File: src/hw/clsd_map.svh
`ifndef CLSD_MAP_SVH
`define CLSD_MAP_SVH

// Instruction field positions.
`define CLSD_RD_LSB 0
`define CLSD_RB_LSB 3
`define CLSD_RO_LSB 6
`define CLSD_OFF5_LSB 6
`define CLSD_SIZE_BIT 10
`define CLSD_DIR_BIT 11
`define CLSD_F9_DIR_BIT 11
`define CLSD_F9_SIZE_BIT 12
`define CLSD_SIGN_BIT 9

// Opcode prefixes, one per format.
`define CLSD_F7_OP 5'h0A
`define CLSD_F8_OP 5'h0B
`define CLSD_F9_OP 3'h3
`define CLSD_F10_OP 4'h8

// Reset values.
`define CLSD_ADDR_RST 32'h0000_0000
`define CLSD_DATA_RST 32'h0000_0000

`endif

File: src/hw/clsd_pkg.sv
package clsd_pkg;

   typedef enum logic [1:0] {
      clsd_size_byte,
      clsd_size_half,
      clsd_size_word
   } clsd_size_t;

   typedef enum logic [1:0] {
      clsd_st_idle,
      clsd_st_wait
   } clsd_state_t;

   typedef struct packed {
      clsd_state_t state;
      logic mem_req;
      logic mem_write;
      clsd_size_t size;
      logic sign_ext;
      logic [2:0] dest;
      logic [31:0] addr;
      logic [31:0] wdata;
      logic wb_valid;
      logic [2:0] wb_reg;
      logic [31:0] wb_data;
   } clsd_regs_t;

endpackage

File: src/hw/clsd_decode.sv
`timescale 1ns/1ps
`default_nettype none
`include "clsd_map.svh"

// Overview of operation
// - Register-offset address is base register plus offset register, both low registers.
// - Register-offset bits 0,0 word store; 0,1 byte store; 1,0 word load; 1,1 byte load.
// - Halfword format: halfword store, halfword load, signed byte, signed halfword.
// - Halfword store writes only the low sixteen data bits.
// - Halfword load zeroes destination bits 16 to 31.
// - Signed byte load copies bit 7 into bits 8 to 31.
// - Signed halfword load copies bit 15 into bits 16 to 31.
// - Immediate format: same four transfers, address base plus immediate.
// - Immediate offset spans five bits for bytes, seven bits for words.
// - Word immediate field is multiplied by four.
// - Halfword immediate field is doubled before the add.
// - Immediate halfword stores low sixteen bits or loads with zero fill.
// - Timing matches the full-width transfer: one memory access each.
module clsd_decode (
   // Clock and reset.
   input wire logic ref_clk,
   input wire logic resetn,
   // Instruction issue.
   input wire logic instr_valid,
   input wire logic [15:0] instr,
   output logic instr_ready,
   output logic instr_illegal,
   // Register file read values for the decoded fields.
   output logic [2:0] base_register,
   output logic [2:0] offset_register,
   output logic [2:0] data_register,
   input wire logic [31:0] base_value,
   input wire logic [31:0] offset_value,
   input wire logic [31:0] data_value,
   // Memory access.
   output logic mem_req,
   output logic mem_write,
   output logic [1:0] mem_size,
   output logic [31:0] mem_addr,
   output logic [31:0] mem_wdata,
   input wire logic mem_done,
   input wire logic [31:0] mem_rdata,
   // Register write back.
   output logic wb_valid,
   output logic [2:0] wb_reg,
   output logic [31:0] wb_data
);

   typedef enum logic [2:0] {
      fmt_none, fmt_reg, fmt_sext, fmt_imm, fmt_half
   } clsd_fmt_t;

   function automatic clsd_fmt_t clsd_format(input logic [15:0] i);
      // Both register-offset formats share the top four bits; bit 9 picks
      // the sign format and leaves bits 11 and 10 free for the transfer kind.
      if ({i[15:12], i[`CLSD_SIGN_BIT]} == `CLSD_F7_OP) begin
         clsd_format = fmt_reg;
      end else if ({i[15:12], i[`CLSD_SIGN_BIT]} == `CLSD_F8_OP) begin
         clsd_format = fmt_sext;
      end else if (i[15:13] == `CLSD_F9_OP) begin
         clsd_format = fmt_imm;
      end else if (i[15:12] == `CLSD_F10_OP) begin
         clsd_format = fmt_half;
      end else begin
         clsd_format = fmt_none;
      end
   endfunction

   // Stores carry only the low data lanes with zero above them, so the
   // memory side never sees stale upper bits on a narrow write.
   function automatic logic [31:0] clsd_store_lanes(
      input clsd_pkg::clsd_size_t size,
      input logic [31:0] data
   );
      case (size)
         clsd_pkg::clsd_size_byte: begin
            clsd_store_lanes = {24'h0, data[7:0]};
         end
         clsd_pkg::clsd_size_half: begin
            clsd_store_lanes = {16'h0, data[15:0]};
         end
         default: begin
            clsd_store_lanes = data;
         end
      endcase
   endfunction

   // Narrow loads keep the low lanes of the read word and fill the rest by
   // zero or by the top loaded bit, so the lanes that were not asked for
   // never reach the register file.
   function automatic logic [31:0] clsd_load_fill(
      input clsd_pkg::clsd_size_t size,
      input logic sign,
      input logic [31:0] rdata
   );
      case (size)
         clsd_pkg::clsd_size_byte: begin
            if (sign) begin
               clsd_load_fill = {{24{rdata[7]}}, rdata[7:0]};
            end else begin
               clsd_load_fill = {24'h0, rdata[7:0]};
            end
         end
         clsd_pkg::clsd_size_half: begin
            if (sign) begin
               clsd_load_fill = {{16{rdata[15]}}, rdata[15:0]};
            end else begin
               clsd_load_fill = {16'h0, rdata[15:0]};
            end
         end
         default: begin
            clsd_load_fill = rdata;
         end
      endcase
   endfunction

   clsd_pkg::clsd_regs_t q_r;
   clsd_pkg::clsd_regs_t q_nxt;
   clsd_fmt_t fmt;
   logic [4:0] off5;
   logic [31:0] imm;
   logic dir;
   logic bsel;

   always_comb begin
      fmt = clsd_format(instr);
      data_register = instr[`CLSD_RD_LSB +: 3];
      base_register = instr[`CLSD_RB_LSB +: 3];
      offset_register = instr[`CLSD_RO_LSB +: 3];
      off5 = instr[`CLSD_OFF5_LSB +: 5];
      dir = instr[`CLSD_DIR_BIT];
      bsel = instr[`CLSD_SIZE_BIT];
      imm = 32'h0000_0000;
      q_nxt = q_r;
      q_nxt.wb_valid = 1'b0;
      instr_ready = (q_r.state == clsd_pkg::clsd_st_idle);
      instr_illegal = instr_valid && (fmt == fmt_none);
      case (q_r.state)
         clsd_pkg::clsd_st_idle: begin
            if (instr_valid && fmt != fmt_none) begin
               q_nxt.state = clsd_pkg::clsd_st_wait;
               q_nxt.mem_req = 1'b1;
               q_nxt.dest = data_register;
               q_nxt.sign_ext = 1'b0;
               case (fmt)
                  fmt_reg: begin
                     q_nxt.mem_write = ~dir;
                     q_nxt.size = bsel ? clsd_pkg::clsd_size_byte
                                       : clsd_pkg::clsd_size_word;
                     q_nxt.addr = base_value + offset_value;
                  end
                  fmt_sext: begin
                     // Here the bit at 11 is S and the bit at 10 is H.
                     q_nxt.mem_write = ~dir & ~bsel;
                     q_nxt.sign_ext = dir;
                     q_nxt.size = (dir & ~bsel) ? clsd_pkg::clsd_size_byte
                                                : clsd_pkg::clsd_size_half;
                     q_nxt.addr = base_value + offset_value;
                  end
                  fmt_imm: begin
                     q_nxt.mem_write = ~instr[`CLSD_F9_DIR_BIT];
                     if (instr[`CLSD_F9_SIZE_BIT]) begin
                        q_nxt.size = clsd_pkg::clsd_size_byte;
                        imm = {27'h0, off5};
                     end else begin
                        q_nxt.size = clsd_pkg::clsd_size_word;
                        imm = {25'h0, off5, 2'h0};
                     end
                     q_nxt.addr = base_value + imm;
                  end
                  default: begin
                     q_nxt.mem_write = ~instr[`CLSD_F9_DIR_BIT];
                     q_nxt.size = clsd_pkg::clsd_size_half;
                     imm = {26'h0, off5, 1'b0};
                     q_nxt.addr = base_value + imm;
                  end
               endcase
               q_nxt.wdata = clsd_store_lanes(q_nxt.size, data_value);
            end
         end
         clsd_pkg::clsd_st_wait: begin
            if (mem_done) begin
               q_nxt.state = clsd_pkg::clsd_st_idle;
               q_nxt.mem_req = 1'b0;
               q_nxt.wb_valid = ~q_r.mem_write;
               q_nxt.wb_reg = q_r.dest;
               q_nxt.wb_data = clsd_load_fill(q_r.size, q_r.sign_ext,
                                              mem_rdata);
            end
         end
         default: begin
            q_nxt.state = clsd_pkg::clsd_st_idle;
            q_nxt.mem_req = 1'b0;
         end
      endcase
   end

   always_ff @(posedge ref_clk) begin
      if (!resetn) begin
         q_r <= '{state: clsd_pkg::clsd_st_idle, mem_req: 1'b0,
                  mem_write: 1'b0, size: clsd_pkg::clsd_size_word,
                  sign_ext: 1'b0, dest: 3'h0, addr: `CLSD_ADDR_RST,
                  wdata: `CLSD_DATA_RST, wb_valid: 1'b0, wb_reg: 3'h0,
                  wb_data: `CLSD_DATA_RST};
      end else begin
         q_r <= q_nxt;
      end
   end

   // The encoding of the size output follows the package enum.
   assign mem_req = q_r.mem_req;
   assign mem_write = q_r.mem_write;
   assign mem_size = q_r.size;
   assign mem_addr = q_r.addr;
   assign mem_wdata = q_r.wdata;
   assign wb_valid = q_r.wb_valid;
   assign wb_reg = q_r.wb_reg;
   assign wb_data = q_r.wb_data;

endmodule
`default_nettype wire

File: config.mk
export PLATFORM = sky130hd
export DESIGN_NAME = clsd_decode
export DESIGN_NICKNAME = d
export VERILOG_FILES = /design/src/hw/clsd_pkg.sv /design/src/hw/clsd_decode.sv
export VERILOG_INCLUDE_DIRS = /design/src /design/src/hw
export SDC_FILE = /design/constraint.sdc
export NUM_CORES = 1
export LEC_CHECK = 0
export ABC_AREA = 1
export BUFFER_PORTS_ARGS = -buffer_cell sky130_fd_sc_hd__buf_2
export CORE_ASPECT_RATIO = 0.5
export CORE_MARGIN = 2
export CORE_UTILIZATION = 40
export CTS_CLUSTER_DIAMETER = 40
export DETAILED_ROUTE_END_ITERATION = 6
export SYNTH_ARGS = -nofsm -noshare
export SYNTH_HDL_FRONTEND = slang
export SYNTH_SLANG_ARGS = --single-unit
File: constraint.sdc
create_clock -name ref_clk -period 3.2 [get_ports ref_clk]
set_clock_uncertainty 0.1 [all_clocks]
set_input_delay 0.48 -clock ref_clk [delete_from_list [all_inputs] [get_ports ref_clk]]
set_output_delay 0.48 -clock ref_clk [all_outputs]
set_load 0.005 [all_outputs]
==> summary.md, run 1 <==
| Metric | Value |
|---|---|
| Via count | 9217 |
| Cts repair resizes | 0 |
| Primary FF master, synth | dfxtp_1 |
| Reg2Reg Depth | 7 |
| # IOs | 263 |
| Final Wtd Congestion | 0.9463 |
| # diodes | 0 |
| # port buffers | 256 |
| Yosys cell types | 37 |
| Largest net degree at the start of global routing | 55 |
| Hold Startpoint | data_value[18] |
| Grt ovf | 0 |
| Vias/cell | 5.059 |
| WL per Instance | 15.88 µm |
| Non-filler instance count after layout | between 1.5k and 2k |
| Row count | 37 |
| Die Wd | 211.7 µm |
| Worst R2R Setup Slack | 1.28 ns |
| Mapped Cells | 1404 |
| Vias in the first global route | 8418 |
| Fmax achieved | 347.8 MHz |
| Share of cells above drive strength 1 | about a fifth |
| Gr usage total | 25.23% |
| Post-Syn Area | around 0.0086 mm² |
| LEAKAGE | 5.417 nW |
| Die H | 107.9 µm |
| Number of synthesized flops with an enable pin | 0 |
| # clock sinks | 108 |
| Drt pass-1 iters | 5 |
| CTS max path bufs | 2 |
| Area delta synth->final | 13.24% |
| Post-Syn Nets | 1590 |
| RR Startpoint | q_r[108] |
| Max IR drop VDD | 0.2631 mV |
| Worst-path fanout max | 17 |
| Async SR Flop Fraction | 0% |
| Worst min-delay path class | in -> reg |
| Routed Antenna Nets | 0 |
| Top cell type's share of synthesized area | 25.05% |
| WL final | 28930 µm |
| Initial antenna violation count | 1 |
| Final Hold Vio Count | 0 |
| Max-slew violation count | 0 |
| Data arrival, critical path | a little over 3 ns |
| Status | complete, no violations |
| Commonest cells post-synth | 350 x nand2_1, 193 x inv_1, 160 x nor2_1, 117 x buf_4, 108 x dfxtp_1 |
| Ys Warns | 0 |
| Total CTS buffers | 9 |
| Worst hold endpoint | mem_wdata[18] |
| CTS hold repair buffers | 0 |
| Worst Setup End Kind | flip-flop |
| Die area | 0.02284 mm² |
| DR DRC count | 0 |
| Sequential share of the synthesized area | between 20% and 30% |
| Slew margin rel. | 54.81% |
| Slew @ Worst Pin | 0.6779 ns |
| Reg2Reg Capture Point | mem_addr[14] |
| Worst Path Required | 3.38 ns |
| HPWL Detailed | 23250 µm |
| Hold depth | 3 |
| First-pass GRT wire length | 44890 µm |
| Starting Density | 41.43% |
| Root buf cell | clkbuf_16 |
| DP Cell Count | 1806 |
| CTS tree | done |
| Max-cap violations | 0 |
| Iter 0 DRT Violations | 841 |
| Area leader, netlist | dfxtp_1 |
| RSZ-0062 raised after global routing | no |
| H-tree Lvls | 3 |
| Layout Nets | 1730 |
| Core area | 0.02083 mm² |
| CP Class | in -> reg |
| Sequential Area | 0.002162 mm² |
| Top cells by area, synth | dfxtp_1 25%, nand2_1 15%, buf_4 10% |
| Final Cycle Share | ~90% |
| Post-Syn Area per Cell | 6.147 µm² |
| Area of the multi-input gates | 0.004642 mm² |
| Setup TNS | 0 ns |
| Post-route minimum period | approximately 2.9 ns |
| Flop and latch count out of synthesis | 108 |
| Count leader, synth | nand2_1 |
| FILL cells | roughly 2.3k |
| Buffers inserted during post-CTS setup optimization | 0 |
| Clock transition at path regs | around 0.07 ns |
| Worst setup SP type | primary input |
| PD cells | between 300 and 400 mW/mm² |
| Final setup viols | 0 |
| Worst-Skew Late Latency | 0.35 ns |
==> worst max-delay path: stages <==
cell and delay, ns:
buf_2 0.09, inv_1 0.05, nand3_1 0.09, clkinv_1 0.23, buf_4 0.27, buf_12 0.16
nor2_1 0.09, ha_1 0.29, a21oi_1 0.26, nor2_1 0.06, nor2_1 0.19, nand2_1 0.11
a21oi_1 0.34, nand2_1 0.10, nand2_1 0.07, nand3_1 0.06, a21oi_1 0.12
==> worst max path at each step <==
stage / from / end / slack [ns]
after CTS: instr[15] / mem_addr[31] / 0.39
after detailed placement: instr[15] / mem_addr[31] / 0.03
after global placement: instr[15] / mem_addr[31] / 0.09
after global routing: instr[15] / mem_addr[28] / 0.06
final: instr[15] / mem_addr[31] / 0.33
after floorplan: instr[15] / mem_addr[12] / 0.28
==> stage by stage <==
step	util (%)	power, mW	hold WS (ns)	setup WS (ns)	instance area [µm²]
after global routing	46.91	3.836	0.2699	0.05877	9773
after CTS	46.91	3.646	0.2518	0.3918	9773
after global placement	45.47	2.493	0.3275	0.09066	9472
final	46.91	3.614	0.2686	0.3252	9773
after detailed placement	45.47	2.503	0.3420	0.03109	9472
after floorplan	-	2.160	0.3254	0.2795	8631
==> layout make-up <==
type / instances / share of cell area [%]
Tap cell: 273 / 3.495
Sequential cell: 108 / 22.12
Clock inverter: 6 / 0.6401
Multi-Input combinational cell: 929 / 47.50
Clock buffer: 10 / 2.445
Timing Repair Buffer: 284 / 15.64
Inverter: 212 / 8.155
==> per-layer routing <==
layer  vias to the layer above  GRT usage [%]  routed length [µm]
li1                       4661              -                   -
met1                      4199          36.65               14130
met2                       321          38.42               12020
met3                        34          4.463                2286
met4                         2          6.087                 478
met5                         -              0                  13
==> power by group <==
| group | leakage, nW | switching, mW | internal [mW] |
|---|---|---|---|
| clock network | 0.149 | 0.554 | 0.573 |
| logic | 4.39 | 0.652 | 0.395 |
| registers | 0.878 | 0.0377 | 1.40 |
| total | 5.42 | 1.24 | 2.37 |
==> placed cells by master (no fill, tap or decap), drive strengths merged, types with 2 or more instances in the layout <==
cell / Yosys / routed
a211oi: 2 / 2
a21oi: 96 / 96
a22oi: 18 / 18
a31oi: 7 / 7
buf: 126 / 284
clkbuf: 29 / 10
clkinv: 8 / 10
dfxtp: 108 / 108
fa: 2 / 2
ha: 36 / 36
inv: 204 / 208
nand2: 351 / 351
nand3: 84 / 84
nand3b: 11 / 11
nand4: 14 / 14
nor2: 161 / 161
nor3: 10 / 10
o211ai: 4 / 4
o21a: 8 / 8
o21ai: 74 / 74
o21bai: 9 / 9
o221ai: 24 / 24
or2: 5 / 5
xnor2: 3 / 3
xor2: 7 / 7
==> kinds of logic after synthesis <==
family | synth area share, %
simple gates | 30.39
fa+ha+maj | 5.683
compound gates | 16.70
buf+inv | 21.17
flops | 25.05
xor+xnor | 1.015
Note: power is estimated with default switching activity, not from simulation.
==> run 2, diff against run 1 <==
- CORE_UTILIZATION: 40 -> 25
==> summary.md, run 2 (synthesis gave the netlist of run 1 again) <==
| Metric | Value |
|---|---|
| Worst Path Required | 3.34 ns (-0.04 ns) |
| Fmax achieved | 357.8 MHz (+2.9%) |
| Area of the multi-input gates | 0.004642 mm² (unchanged) |
| Drt pass-1 iters | 5 (unchanged) |
| Buffers inserted during post-CTS setup optimization | 0 (unchanged) |
| # port buffers | 256 (unchanged) |
| Vias/cell | 4.562 (-9.8%) |
| Die H | 135.4 µm (+26%) |
| CP peak stage delay | 0.41 ns (+0.07 ns) |
| Total CTS buffers | 9 (unchanged) |
| Non-filler instance count after layout | 1992 (+9.3%) |
| Slowest cell on the critical path | o21ai_0 |
| Final Wtd Congestion | 0.9234 (-2.4%) |
| # clock sinks | 108 (unchanged) |
| CP Class | in -> reg |
| WL final | 31060 µm (+7.4%) |
| Max-cap violations | 0 (unchanged) |
| Max IR drop VDD | 0.2362 mV (-10%) |
| Final setup viols | 0 (unchanged) |
| FILL cells | 3869 (+70%) |
| Via count | 9087 (-1.4%) |
| Layout Nets | 1722 (-0.46%) |
| Iter 0 DRT Violations | 551 (-34%) |
| Largest net degree at the start of global routing | 55 (unchanged) |
| Core area | 0.03423 mm² (+64%) |
| Sequential Area | 0.002162 mm² (unchanged) |
| Setup TNS | 0 ns (unchanged) |
| Share of cells above drive strength 1 | 20.25% (-0.41 points) |
| Max-slew violation count | 0 (unchanged) |
| CP delay by family, top | compound AO/OA/AOI/OAI gates |
| Cts repair resizes | 0 (unchanged) |
| Slew @ Worst Pin | 0.6827 ns (+0.004775 ns) |
| Die area | 0.03612 mm² (+58%) |
| Worst min-delay path class | in -> reg |
| Vias in the first global route | 8600 (+2.2%) |
| Clock transition at path regs | 0.09 ns (+0.02 ns) |
| Worst-path fanout max | 8 (-9) |
| LEAKAGE | 5.382 nW (-0.64%) |
| CTS tree | done |
| DP Cell Count | 1975 (+9.4%) |
| DR DRC count | 0 (unchanged) |
| Gr usage total | 16.80% (-8.4 points) |
| Routed Antenna Nets | 0 (unchanged) |
| CP Cell Sequence | buf_2, inv_1, nand3_1, clkinv_1, o21ai_0, inv_1, ha_1, nand3_1, nand3_1, nand2_1, nand2_1, nand2_1, nand2_1, o21ai_0, a31oi_1 |
| # IOs | 263 (unchanged) |
| Commonest cells after routing, fill and taps aside | 350 x nand2_1, 256 x buf_2, 193 x inv_1, 160 x nor2_1, 108 x dfxtp_1 |
| Final Hold Vio Count | 0 (unchanged) |
| Root buf cell | clkbuf_16 |
| Starting Density | 25.21% (-16 points) |
| CTS hold repair buffers | 0 (unchanged) |
| Final Cycle Share | 87.33% (-2.5 points) |
| RSZ-0062 raised after global routing | no |
| Area delta synth->final | 15.31% |
| Data arrival, critical path | 2.93 ns (-0.13 ns) |
| Grt ovf | 0 (unchanged) |
| H-tree Lvls | 3 (unchanged) |
| Worst Setup End Kind | flip-flop |
| Most common cell after layout, fill and taps aside | nand2_1 |
| Post-route minimum period | 2.794 ns (-0.08035 ns) |
| Initial antenna violation count | 1 (unchanged) |
| Die Wd | 266.8 µm (+26%) |
| Worst R2R Setup Slack | 1.03 ns (-0.25 ns) |
| CTS max path bufs | 2 (unchanged) |
| Top cell by count, worst path | nand2_1 |
| Row count | 48 (+30%) |
| HPWL Detailed | 24870 µm (+6.9%) |
| Status | complete, no violations |
| WL per Instance | 15.59 µm (-1.8%) |
| Buffer and inverter count on the worst path | 4 (-1) |
| PD cells | 369.3 mW/mm² (-0.13%) |
| Worst setup SP type | primary input |
| Slew margin rel. | 54.32% (-0.49 points) |
| First-pass GRT wire length | 46860 µm (+4.4%) |
| Worst-Skew Late Latency | 0.36 ns (about the same) |
run 2: changes by cell type in the layout (fill, tap and decap cells not counted):
cell | previous run | this run
clkinv_8 | 1 | 2
clkbuf_8 | 1 | 0
buf_12 | 3 | 4
buf_4 | 25 | 16
diode_2 | 0 | 1
run 2: power breakdown:
part	switching (mW)	internal [mW]	leakage (nW)	total (mW)
sequential	0.0323	1.40	0.878	1.43
combinational	0.671	0.383	4.36	1.05
clock	0.627	0.560	0.148	1.19
run 2: path summary, 6_finish.rpt:
check	startpoint	to	cells after the start
worst max-delay path	instr[15]	mem_addr[13]	15
worst min-delay path	data_value[18]	mem_wdata[18]	3
worst max register to register	q_r[108]	wb_data[24]	5
worst min register to register	q_r[100]	q_r[100]	2
run 2: stage by stage:
| step | utilization [%] | hold slack (ns) | power (mW) | setup slack [ns] | instance area (µm²) |
|---|---|---|---|---|---|
| 2_1_floorplan | - | 0.3254 | 2.160 | 0.2795 | 8631 |
| 3_3_place_gp | 28.18 | 0.3432 | 2.511 | 0.1045 | 9646 |
| 3_5_place_dp | 28.18 | 0.3507 | 2.508 | 0.08817 | 9646 |
| 4_1_cts | 29.06 | 0.2329 | 3.713 | 0.4673 | 9950 |
| 5_1_grt | 29.07 | 0.2412 | 3.887 | 0.1152 | 9952 |
| 6_report | 29.07 | 0.2468 | 3.675 | 0.4055 | 9952 |
run 2: area by class of cell:
| cell class | count | area share, % |
|---|---|---|
| inverter | 212 | 8.009 |
| antenna | 1 | 0.02514 |
| tap | 450 | 5.658 |
| clock buffer | 9 | 2.263 |
| multi-input combinational | 929 | 46.64 |
| clock inverter | 7 | 0.7921 |
| timing repair buffer | 276 | 14.89 |
| sequential | 108 | 21.72 |
run 2: worst min-delay path, delay by kind of cell:
family | cells | cell delay [ns]
AOI/OAI and AO/OA | 1 | 0.05
buffers and inverters | 1 | 0.07
and+or+nand+nor | 1 | 0.07
run 2: routing by layer:
| metal | global-route usage, % | vias to the layer above | share of wire (%) |
|---|---|---|---|
| met5 | 0 | - | 0 |
| met4 | 8.427 | 0 | 4.4 |
| met3 | 3.253 | 64 | 5.2 |
| met2 | 29.20 | 262 | 48 |
| met1 | 19.92 | 4110 | 43 |
| li1 | - | 4651 | - |
